### config.mk
export PLATFORM = sky130hd
export DESIGN_NAME = anx_status_bank
export DESIGN_NICKNAME = d
export VERILOG_FILES = /design/src/inc/anx_pkg.sv /design/src/rtl/anx_status_bank.sv
export SDC_FILE = /design/constraint.sdc
export NUM_CORES = 1
export LEC_CHECK = 0
export ABC_AREA = 1
export ABC_CLOCK_PERIOD_IN_PS = 1500
export BUFFER_PORTS_ARGS = -buffer_cell sky130_fd_sc_hd__buf_4
export CAP_MARGIN = 30
export CORE_MARGIN = 3
export CORE_UTILIZATION = 28
export DETAILED_ROUTE_END_ITERATION = 10
export GPL_ROUTABILITY_DRIVEN = 1
export PLACE_DENSITY_LB_ADDON = 0.3
export REMOVE_ABC_BUFFERS = 1
export SLEW_MARGIN = 20
export SYNTH_ARGS = -nofsm -noshare
export SYNTH_HDL_FRONTEND = slang
export SYNTH_SLANG_ARGS = --single-unit
### constraint.sdc
create_clock -name REF_CLK -period 1.5 [get_ports REF_CLK]
set_input_delay 0.225 -clock REF_CLK [delete_from_list [all_inputs] [get_ports REF_CLK]]
set_output_delay 0.225 -clock REF_CLK [all_outputs]
set_load 0.005 [all_outputs]
### src/inc/anx_pkg.sv
// Package for the auto-negotiation next-page and expansion status bank.
// Assumes one core clock and a management core that issues single-cycle read strobes.
package anx_pkg;

  // ==========================================================================
  // Register map.
  localparam logic [4:0] ANX_ADDR_PARTNER_NP = 5'h05;
  localparam logic [4:0] ANX_ADDR_EXPANSION  = 5'h06;

  // ==========================================================================
  // Field positions of the received next-page word.
  localparam int ANX_NP_BIT_NEXT   = 15;
  localparam int ANX_NP_BIT_ACK    = 14;
  localparam int ANX_NP_BIT_MP     = 13;
  localparam int ANX_NP_BIT_PARTNER_CAN_COMPLY   = 12;
  localparam int ANX_NP_BIT_TOGGLE = 11;
  localparam int ANX_NP_CODE_MSB   = 10;
  localparam int ANX_CODE_W        = 11;

  // ==========================================================================
  // Field positions of the expansion status register.
  localparam int ANX_EXP_RSVD_LSB  = 5;
  localparam int ANX_EXP_BIT_PDF   = 4;
  localparam int ANX_EXP_BIT_LPNP  = 3;
  localparam int ANX_EXP_BIT_NP    = 2;
  localparam int ANX_EXP_BIT_PGRX  = 1;
  localparam int ANX_EXP_BIT_LPAN  = 0;

  // ==========================================================================
  // Values after reset.
  localparam logic [10:0] ANX_CODE_RST     = 11'h000;
  localparam logic        ANX_FLAG_RST     = 1'b0;
  localparam logic        ANX_LOCAL_NP_VAL = 1'b1;
  localparam logic [15:0] ANX_RDATA_RST    = 16'h0000;
  localparam logic [10:0] ANX_EXP_RSVD_VAL = 11'h000;

  // ==========================================================================
  // Received next-page ability word as held in the bank.
  typedef struct packed {
    logic        next_page;
    logic        partner_ack;
    logic        message_page_flag;
    logic        partner_can_comply;
    logic        toggle;
    logic [10:0] code;
  } anx_np_word_t;

  // Partner status levels from the negotiation logic.
  typedef struct packed {
    logic parallel_detect_fault;
    logic partner_next_page_capable;
    logic partner_autoneg_capable;
  } anx_status_t;

endpackage

### src/rtl/anx_status_bank.sv
// Auto-negotiation partner next-page word and expansion status register bank.
// Assumes the negotiation logic and the management core share REF_CLK with this bank.
`timescale 1ns/1ps
`default_nettype none

module anx_status_bank
  import anx_pkg::*;
#(
  parameter int ADDR_W = 5
) (
  // Clock and reset.
  input  wire logic               REF_CLK,
  input  wire logic               RST,
  // Management read port, one-cycle strobe per completed read.
  input  wire logic               REG_RD,
  input  wire logic [ADDR_W-1:0]  REG_ADDR,
  output var  logic               REG_RVALID,
  output var  logic [15:0]        REG_RDATA,
  // Negotiation logic events and levels.
  input  wire logic               AN_PAGE_VALID,
  input  wire anx_np_word_t       AN_PAGE_WORD,
  input  wire logic               AN_ACK_SET,
  input  wire logic               AN_ACK_CLR,
  input  wire logic               AN_TX_TOGGLE,
  input  wire anx_status_t        AN_STATUS,
  // Page-received flag as seen by the negotiation logic.
  output var  logic               PAGE_RX
);

  // ==========================================================================
  // Elaboration checks.
  if (ADDR_W != 5) begin : g_bad_addr_w
    $error("anx_status_bank: ADDR_W must be 5");
  end

  // ==========================================================================
  // State.
  anx_np_word_t np_word;
  anx_np_word_t page_q;
  logic         ack_q;
  logic         toggle_q;
  anx_status_t  status;
  logic         page_rx;
  logic         read_exp;
  logic [15:0]  next_rdata;

  assign read_exp = REG_RD && (REG_ADDR == ANX_ADDR_EXPANSION);
  assign PAGE_RX  = page_rx;

  // Each field has one owner process; the word is only assembled here.
  assign np_word = {page_q.next_page,
                    ack_q,
                    page_q.message_page_flag,
                    page_q.partner_can_comply,
                    toggle_q,
                    page_q.code};

  // Acknowledge belongs to the negotiation logic; there is no write path to it.
  always_ff @(posedge REF_CLK) begin
    if (RST) begin
      ack_q <= ANX_FLAG_RST;
    end else if (AN_ACK_SET) begin
      ack_q <= 1'b1;
    end else if (AN_ACK_CLR) begin
      ack_q <= 1'b0;
    end
  end

  // Page fields are captured whole so software never sees a mix of two pages.
  // The acknowledge and toggle positions of the copy are never shown.
  always_ff @(posedge REF_CLK) begin
    if (RST) begin
      page_q <= '0;
    end else if (AN_PAGE_VALID) begin
      page_q <= AN_PAGE_WORD;
    end
  end

  always_ff @(posedge REF_CLK) begin
    if (RST) begin
      toggle_q <= ANX_FLAG_RST;
    end else begin
      toggle_q <= ~AN_TX_TOGGLE;
    end
  end

  always_ff @(posedge REF_CLK) begin
    if (RST) begin
      status <= '0;
    end else begin
      status <= AN_STATUS;
    end
  end

  // A page arriving in the read cycle must not be lost, so set outranks clear.
  always_ff @(posedge REF_CLK) begin
    if (RST) begin
      page_rx <= ANX_FLAG_RST;
    end else if (AN_PAGE_VALID) begin
      page_rx <= 1'b1;
    end else if (read_exp) begin
      page_rx <= 1'b0;
    end
  end

  // ==========================================================================
  // Read data. Unknown addresses answer zero; writes have no effect anywhere.
  always_comb begin
    next_rdata = ANX_RDATA_RST;
    if (REG_ADDR == ANX_ADDR_PARTNER_NP) begin
      next_rdata = np_word;
    end else if (REG_ADDR == ANX_ADDR_EXPANSION) begin
      next_rdata = {ANX_EXP_RSVD_VAL,
                    status.parallel_detect_fault,
                    status.partner_next_page_capable,
                    ANX_LOCAL_NP_VAL,
                    page_rx,
                    status.partner_autoneg_capable};
    end
  end

  always_ff @(posedge REF_CLK) begin
    if (RST) begin
      REG_RVALID <= 1'b0;
      REG_RDATA  <= ANX_RDATA_RST;
    end else begin
      REG_RVALID <= REG_RD;
      if (REG_RD) begin
        REG_RDATA <= next_rdata;
      end
    end
  end
endmodule // anx_status_bank

`default_nettype wire

# Yosys cells after proc, flatten, opt, wreduce, memory -nomap -nowiden
# Index checks and enable logic that the tools add are counted.
# Widths: inputs -> output; s select.
# op_classes
eq_ne	2
muxes	6
n_bitwise	1
n_reduce_logical	3
# ops
operator	count
$mux 16	1
$eq 5x3->1 const B	2
$mux 5	1
$mux 1	4
$reduce_bool 2->1	2
$logic_and 1x1->1	1
$not 1->1	1
# word_totals
ff_bits	37
output_inout_bits	18
word_cells	24

# Logic depth before layout (Yosys ltp)
# Gate-level depths: netlist of the first run.
# depth
ltp_word	4
ltp_mapped	7
ltp_nobuf	7

# Least setup slack after synthesis of the first run
# Ideal clock, no wire load.
# synth_timing
kind	input-to-reg
startpoint	in RST
endpoint	reg REG_RDATA[0]
setup_time_ps	58
t_arrival_ps	763
required_ps	1442
setup_slack_ps	679
path_stages	7
n_path_buf	2
cell_sequence	buf_6 > inv_2 > buf_6 > nand2_4 > nor2_4 > nand2_1 > nand2_1
# synth_lines
element	line_no	source
start: declaration	anx_status_bank.sv:13	input wire logic RST,
end signal: assignment	anx_status_bank.sv:129	REG_RDATA <= next_rdata;
end: declaration	anx_status_bank.sv:18	output var logic [15:0] REG_RDATA,

# Worst setup path in the final report of the first run
# layout_timing
startpoint	reg page_rx, in the netlist PAGE_RX
endpoint	out PAGE_RX
# layout_lines
element	line_no	source
start: declaration	anx_status_bank.sv:43	logic page_rx;
start signal: assignment	anx_status_bank.sv:98	page_rx <= ANX_FLAG_RST;
start signal: assignment	anx_status_bank.sv:100	page_rx <= 1'b1;
start signal: assignment	anx_status_bank.sv:102	page_rx <= 1'b0;
end: declaration	anx_status_bank.sv:27	output var logic PAGE_RX
# No word-level cell between the ends.

==> out/results.txt, run 1 <==
Run status: finished clean
Tmin final: 0.976 ns
CTS buffer count: 5
Flop pwr share: 54.4%
Switching fraction of total power: 22.7%
TritonRoute pass-1 iters: 4
Syn_area_per_cell: 8.03 µm²
IO Port Bufs: 46
Family with the most delay on the worst path: flip-flops
# diodes: 0
Fmax: 1020 MHz
Clock Latency Late Sink: 0.28 ns
Crit path kind: reg -> out
DP HPWL: 2390 µm
Hold-fix buffers, CTS: 0
Nets: 258
Leakage: 0.871 nW
Critical Path Source Type: flip-flop
Die Ht: 78.1 µm
Sequential-to-total area share from yosys stat: 50.9%
Most frequent cells in the layout: buf_4 (50), dfxtp_1 (37), nor2_1 (35)
Peak VDD IR: 0.000425 V
Post-route cell area: 1910 µm²
Routed Wire Length: 3330 µm
Total of max-cap violations: 0
TritonCTS Sinks: 37
TritonCTS clock tree: built
Worst path bufs/invs: 1
Clk_skew: 0.00153 ns
Total setup buffers inserted after CTS: 0
Layout cells sized above 1: 29.5%
Slowest cell on crit path: dfxtp_1
Worst-margin pin slew: 0.527 ns
Worst EP required: 1.27 ns
Final Max Slew Viols: 0
Top post-synthesis cells by area: dfxtp_1 (51%), nor2_1 (9.0%), o21ai_0 (8.6%)
# setup viols final: 0
Crit. End Element: output pin
Worst hold path type: in -> reg
Die Wd: 78.1 µm
Max H-tree Level: 2
Final Hold Vio Count: 0
Crit path cell chain: buf_4
Internal Power: 1.51 mW
Mapped Area: 1450 µm²
DRC Markers: 0
Final Power: 1.95 mW
Power density over cell area: 1020 nW/µm²
ANT nets after route: 0
Synth Instances: 181
Commonest non-fill, non-tap cell in the layout: buf_4
Post-CTS sizing: 0
Die footprint: 6090 µm²
Post-route core utilization: 39.2%
Via count: 1278
Post-DR vias/cell: 4.35
Initial antenna violation count: 0
TNS Setup: 0 ns
Yosys warns: 0
Clock root buffer: clkbuf_8
Initial core utilization: 29.8%
CP arrival: 0.75 ns
Layout area overhead: 31.4%
Setup ws final: 0.524 ns
Max-slew headroom: 64.8%
RSZ-0062 raised after global routing: false
Clock share of power: 34.5%
First-pass GRT wire length: 5460 µm
Crit Path Max Fanout: 3
DP Worst Slack: 0.310 ns
Combinational Power Share: 11.1%
CTS Buffer Depth: 2
Final period util: 65.1%
Placed instance area: 1820 µm²
Grt ovf: 0
Vias in the first global route: 1206
# IOs: 49
Crit path largest cell delay: 0.35 ns
1st-iter DRT viols: 26
Cell variety after synth: 19
NetSw: 441 µW
CTS clk-pin slew, worst paths: 0.06 ns
Post-synth top area cell: dfxtp_1
FF+latch count, synth: 37
All-Layer GR Usage: 11.4%
Drt wl/cell: 11.3 µm
Maximum number of pins on one net before global-route repair: 28
Core Footprint: 4880 µm²
Synth top area share: 50.9%
Gpl congestion: 0.714
Row cnt: 25
[registers in the layout (all words and copies together), names as in the netlist]
name / cells
toggle_q: 1
REG_RDATA: 16
ack_q: 1
PAGE_RX: 1
status: 3
np_word: 14
REG_RVALID: 1
[final cells by class]
type	instances	area, µm²
Fill cell	549	2970
Sequential cell	37	741
Multi-Input combinational cell	121	579
Timing Repair Buffer	50	375
Clock buffer	7	86.3
Tap cell	67	83.8
Inverter	12	45.0
[cell usage after synthesis]
master,instances
a21oi_1,14
buf_2,5
buf_6,4
buf_8,1
clkbuf_1,1
dfxtp_1,37
inv_1,9
inv_2,3
nand2_1,27
nand2_4,1
nand3_1,10
nand3_2,2
nand3_4,1
nand3b_1,1
nor2_1,35
nor2_2,1
nor2_4,3
o21ai_0,25
o21ai_1,1
[path summary, 6_finish.rpt]
check,startpoint,end,slack [ns],cells past startpoint
min reg2reg,np_word[3],REG_RDATA[3],0.45,2
max,PAGE_RX,PAGE_RX,0.52,1
min,AN_TX_TOGGLE,toggle_q,0.10,2
max reg2reg,np_word[2],REG_RDATA[2],0.76,3
[power groups by stage]
stage	clock network, mW	logic (mW)	registers [mW]
2_1_floorplan	0	0.0830	1.08
3_3_place_gp	0	0.218	1.08
3_5_place_dp	0	0.221	1.08
4_1_cts	0.702	0.222	1.06
5_1_grt	0.745	0.245	1.06
6_report	0.673	0.216	1.06
[per-stage QoR]
| step | std cells | hold slack, ns |
|---|---|---|
| 2_1_floorplan | 170 | 0.292 |
| 4_1_cts | 294 | 0.0924 |
| 3_3_place_gp | 287 | 0.393 |
| 5_1_grt | 294 | 0.0888 |
| 6_report | 294 | 0.101 |
| 3_5_place_dp | 287 | 0.389 |
[per-layer routing]
layer | track usage, % | vias to the layer above | routed length, µm
met5 | 0 | - | 0
met4 | 4.72 | 0 | 62
met1 | 14.6 | 558 | 1560
met3 | 4.13 | 7 | 290
met2 | 17.4 | 45 | 1420
li1 | - | 668 | -
[logic make-up after synthesis]
kind of cell,count (synthesis),share of synthesized area (%)
AND/OR/NAND/NOR,81,26.1
AO/OA/AOI/OAI,40,13.8
flip-flops,37,50.9
buffers and inverters,23,9.21
No activity file was read; power rests on OpenSTA's default activity.
==> run 2: changes to the inputs <==
ABC_CLOCK_PERIOD_IN_PS = 810   (was 1500)
clock period = 0.81 ns   (was 1.5 ns; I/O delays follow)
==> run 2 against run 1 <==
Net effect:
- the run now ends with negative setup slack left
- die area stayed put
- final area is 12% higher
- sequential share of layout area is 3.1 points lower
- sequential power is 86% higher
- utilization is 4.7 points higher
- register-to-register slack worse by 0.68 ns
- power is 89% higher
- critical path depth stayed put
- critical path type unchanged
==> out/results.txt, run 2 (synthesis results as in run 1) <==
Die Ht: 78.1 µm
Routed Wire Length: 3450 µm
# diodes: 0
Worst path bufs/invs: 1
Placed instance area: 1940 µm²
DRC Markers: 0
Die footprint: 6090 µm²
Fillers: 533
Initial core utilization: 29.8%
Nets: 269
Initial antenna violation count: 0
Row cnt: 25
All-Layer GR Usage: 12.1%
Leakage: 0.967 nW
Most frequent cells in the layout: buf_4 (37), nor2_1 (35), nand2_1 (26)
Commonest non-fill, non-tap cell in the layout: buf_4
Slowest cell on crit path: dfxtp_2
Final Max Slew Viols: 0
Run status: complete, but fails checks
Crit Path Max Fanout: 2
Layout area overhead: 47.1%
CTS Buffer Depth: 2
Tmin final: 0.844 ns
Worst-margin pin slew: 0.200 ns
Grt ovf: 0
Max H-tree Level: 2
Failing checks: negative setup slack
CP arrival: 0.72 ns
Final period util: 104%
Die Wd: 78.1 µm
Worst EP required: 0.69 ns
Crit path cell chain: buf_6
Fmax: 1180 MHz
Core Footprint: 4880 µm²
Layout cells sized above 1: 40.6%
Clock Latency Late Sink: 0.28 ns
Post-route cell area: 2140 µm²
Peak VDD IR: 0.000929 V
Clk_skew: 0.00256 ns
First-pass GRT wire length: 5940 µm
Gpl congestion: 0.711
Power density over cell area: 1720 nW/µm²
DP HPWL: 2570 µm
Clock root buffer: clkbuf_8
# IOs: 49
Number of flip-flops in the largest register: 16
Total of max-cap violations: 0
Vias in the first global route: 1330
Critical Path Source Type: flip-flop
Crit. End Element: output pin
RSZ-0062 raised after global routing: true
Crit path kind: reg -> out
IO Port Bufs: 46
Family with the most delay on the worst path: flip-flops
1st-iter DRT viols: 72
TritonCTS clock tree: built
Post-DR vias/cell: 4.32
Setup ws final: -0.0341 ns
TritonCTS Sinks: 37
Post-route core utilization: 43.8%
Drt wl/cell: 11.3 µm
Worst hold path type: in -> reg
Via count: 1322
# setup viols final: 18
Top reg by flops: REG_RDATA
Max-slew headroom: 86.6%
Crit path largest cell delay: 0.33 ns
CTS clk-pin slew, worst paths: 0.07 ns
ANT nets after route: 0
TritonRoute pass-1 iters: 4
Final Hold Vio Count: 0
Maximum number of pins on one net before global-route repair: 16
CTS buffer count: 5
==> run 2: cell types whose count changed in the layout (fill, tap and decap cells not counted) <==
| cell | delta |
|---|---|
| buf_12 | +4 |
| buf_4 | -13 |
| buf_6 | +19 |
| clkbuf_8 | -1 |
| clkinv_2 | +2 |
| dfxtp_1 | -18 |
| dfxtp_2 | +18 |
| dlygate4sd3_1 | +1 |
| nand2_1 | -1 |
| nand2_2 | +1 |
==> run 2: area by class of cell <==
class / instances / area [µm²] / share of cell area [%]
sequential: 37 / 763 / 35.7
multi-input combinational: 121 / 582 / 27.2
timing repair buffer: 61 / 582 / 27.2
tap: 67 / 83.8 / 3.92
clock buffer: 6 / 72.6 / 3.39
inverter: 12 / 45.0 / 2.11
clock inverter: 2 / 10.0 / 0.468
==> run 2: stage by stage <==
stage,worst slack [ns],hold slack (ns),std cells,total power [mW],TNS [ns]
2_1_floorplan,-0.0879,0.188,170,2.15,-0.351
3_3_place_gp,-0.0810,0.286,296,2.47,-1.08
3_5_place_dp,-0.111,0.286,296,2.48,-1.31
4_1_cts,-0.0460,0.0407,306,3.73,-0.609
5_1_grt,-0.0671,0.0462,306,3.87,-0.985
6_report,-0.0341,0.0470,306,3.68,-0.414
==> run 2: repair_timing <==
item                                    4_1_cts  5_1_grt
endpoints found under the setup margin       18       19
pin swaps                                     0        1
buffers inserted                              1        0
hold endpoints to repair                      1        0
gates resized for setup                      36        2
hold buffers                                  1        0
==> run 2: power by group <==
group          switching (mW)  internal (mW)
Clock                   0.615          0.596
Sequential             0.0507           1.92
Combinational           0.217          0.282
Total                   0.883           2.80
==> run 2: final timing paths <==
path	start	to	slack (ns)	cells after the start
min reg2reg	np_word[1]	REG_RDATA[1]	0.44	2
max	REG_RDATA[10]	REG_RDATA[10]	-0.03	1
max reg2reg	PAGE_RX	REG_RDATA[1]	0.08	5
min	AN_STATUS[1]	status[1]	0.05	3
==> run 2: worst register-to-register path, stage by stage (launching register included) <==
cell	delay, ns
dfxtp_2	0.33
buf_6	0.11
nand2_2	0.05
nand2_1	0.04
nand2_1	0.05
nand2_1	0.05
==> run 2: metal layers <==
metal  GRT usage [%]  wire (µm)  part of all wire, %
met3            4.01        257                  7.4
met4            4.72         44                  1.3
met1            16.6       1650                   48
met2            17.6       1500                   43
met5               0          0                    0
==> run 3: changes to the inputs <==
SETUP_SLACK_MARGIN = 0.4   (was default)
==> run 3 against run 2 <==
Net effect:
- the run ends with negative hold slack, negative setup slack left
- clock power hardly changed
- maximum frequency is 0.21% lower
- global-route usage is 0.14 points higher
- hold slack worse by 0.061 ns
- critical path type unchanged
==> out/results.txt, run 3 (synthesis results as in run 1) <==
Run status: complete, but fails checks
Failing checks: negative hold slack, negative setup slack
RSZ-0062 raised after global routing: true
Min Hold Slack: -0.0143 ns
Placed instance area: 1940 µm²
Die footprint: 6090 µm²
R2R setup slack: 0.08 ns
Max-slew headroom: 87.7%
CP arrival: 0.72 ns
R2r worst-path depth: 5
Drt wl/cell: 11.7 µm
Met3 usage in global routing: 4.13%
Clock root buffer: clkbuf_8
Maximum number of pins on one net before global-route repair: 16
TritonCTS clock tree: built
Setup ws final: -0.0359 ns
Max H-tree Level: 2
1st-iter DRT viols: 40
Clock Latency Late Sink: 0.28 ns
ANT nets after route: 0
Family with the most delay on the worst path: flip-flops
Reg2Reg Launch Point: PAGE_RX
Leakage: 1.01 nW
Final period util: 104%
CTS buffer count: 5
DP HPWL: 2570 µm
Number of flip-flops in the largest register: 16
WP depth: 1
Layout Cells excl Fill: 307
Nets: 270
CTS clk-pin slew, worst paths: 0.07 ns
Post-route cell area: 2350 µm²
Layout cells sized above 1: 64.6%
Worst-margin pin slew: 0.185 ns
All-Layer GR Usage: 12.3%
Crit Path Max Fanout: 2
Core Footprint: 4880 µm²
TritonCTS Sinks: 37
Die Ht: 78.1 µm
Met2 GRT Util: 17.7%
Final Max Slew Viols: 0
Layout area overhead: 61.7%
Peak VDD IR: 0.000953 V
TritonRoute pass-1 iters: 3
Fmax: 1180 MHz
First-pass GRT wire length: 5960 µm
Row cnt: 25
Setup crit end: REG_RDATA[9]
FF-to-FF End: REG_RDATA[1]
Crit. End Element: output pin
Routed Wire Length: 3600 µm
DRC Markers: 0
Post-DR vias/cell: 4.36
IO Port Bufs: 46
Initial core utilization: 29.8%
# IOs: 49
Grt ovf: 0
Worst hold path type: in -> reg
# diodes: 0
Crit path largest cell delay: 0.33 ns
Crit path cell chain: buf_6
CP startpoint: REG_RDATA[9]
Initial antenna violation count: 0
Critical Path Source Type: flip-flop
Die Wd: 78.1 µm
Clk_skew: 0.00357 ns
Via count: 1340
Gpl congestion: 0.711
Met1 global-route usage: 16.9%
DP Cell Count: 296
Global route hottest layer: met2
CTS Buffer Depth: 2
Tmin final: 0.846 ns
Final Hold Vio Count: 1
Total of max-cap violations: 0
Slowest cell on crit path: dfxtp_2
Worst path bufs/invs: 1
Power density over cell area: 1620 nW/µm²
Worst EP required: 0.69 ns
Top reg by flops: REG_RDATA
Crit path kind: reg -> out
Vias in the first global route: 1333
Most frequent cells in the layout: nor2_1 (35), buf_4 (35), dfxtp_2 (34)
# setup viols final: 18
==> run 3: cell count changes in the layout (fill, tap and decap cells not counted), moves of 7 or more <==
cell and change:
dfxtp_2 +16, a21oi_2 +9, dfxtp_1 -16, o21ai_0 -24, a21oi_1 -9, o21ai_2 +19
nand3_1 -7
==> run 3: metrics by stage <==
stage               hold WS [ns]  power (mW)  util, %  TNS, ns  setup WS, ns
floorplan                  0.188        2.15        -   -0.351       -0.0879
global placement           0.286        2.47     39.8    -1.08       -0.0810
detailed placement         0.286        2.48     39.8    -1.31        -0.111
CTS                      -0.0187        3.78     44.9   -0.638       -0.0460
global route             -0.0308        4.00     48.2    -1.05       -0.0668
finish                   -0.0143        3.81     48.2   -0.483       -0.0359
==> run 3: worst min path at each step <==
stage	start	cells past startpoint	slack (ns)	end
4_1_cts	AN_TX_TOGGLE	2	-0.02	toggle_q
2_1_floorplan	RST	1	0.19	toggle_q
6_report	AN_TX_TOGGLE	2	-0.01	toggle_q
3_5_place_dp	AN_TX_TOGGLE	2	0.29	toggle_q
3_3_place_gp	AN_TX_TOGGLE	2	0.29	toggle_q
5_1_grt	AN_TX_TOGGLE	2	-0.03	toggle_q
==> run 3: area by class of cell <==
cell class / instances / area, µm²
clock buffer: 6 / 72.6
clock inverter: 2 / 10.0
fill: 513 / 2530
inverter: 12 / 47.5
multi-input combinational: 121 / 752
sequential: 37 / 783
tap: 67 / 83.8
timing repair buffer: 62 / 602
==> run 3: per-layer routing <==
metal  vias up  share of wire (%)
li1        696                  -
met1       606                 47
met2        33                 45
met3         5                6.6
met4         0                1.2
met5         -                  0
==> run 3: power breakdown <==
part	switching [mW]	total, mW	internal, mW
Clock	0.616	1.21	0.596
Combinational	0.269	0.593	0.324
Sequential	0.0691	2.00	1.93
==> run 3: timing repair <==
action,in CTS,in global routing
resized for setup,88,38
endpoints found under the setup margin,50,50
hold endpoints to repair,1,1
buffers inserted,1,2
pin swaps,10,12
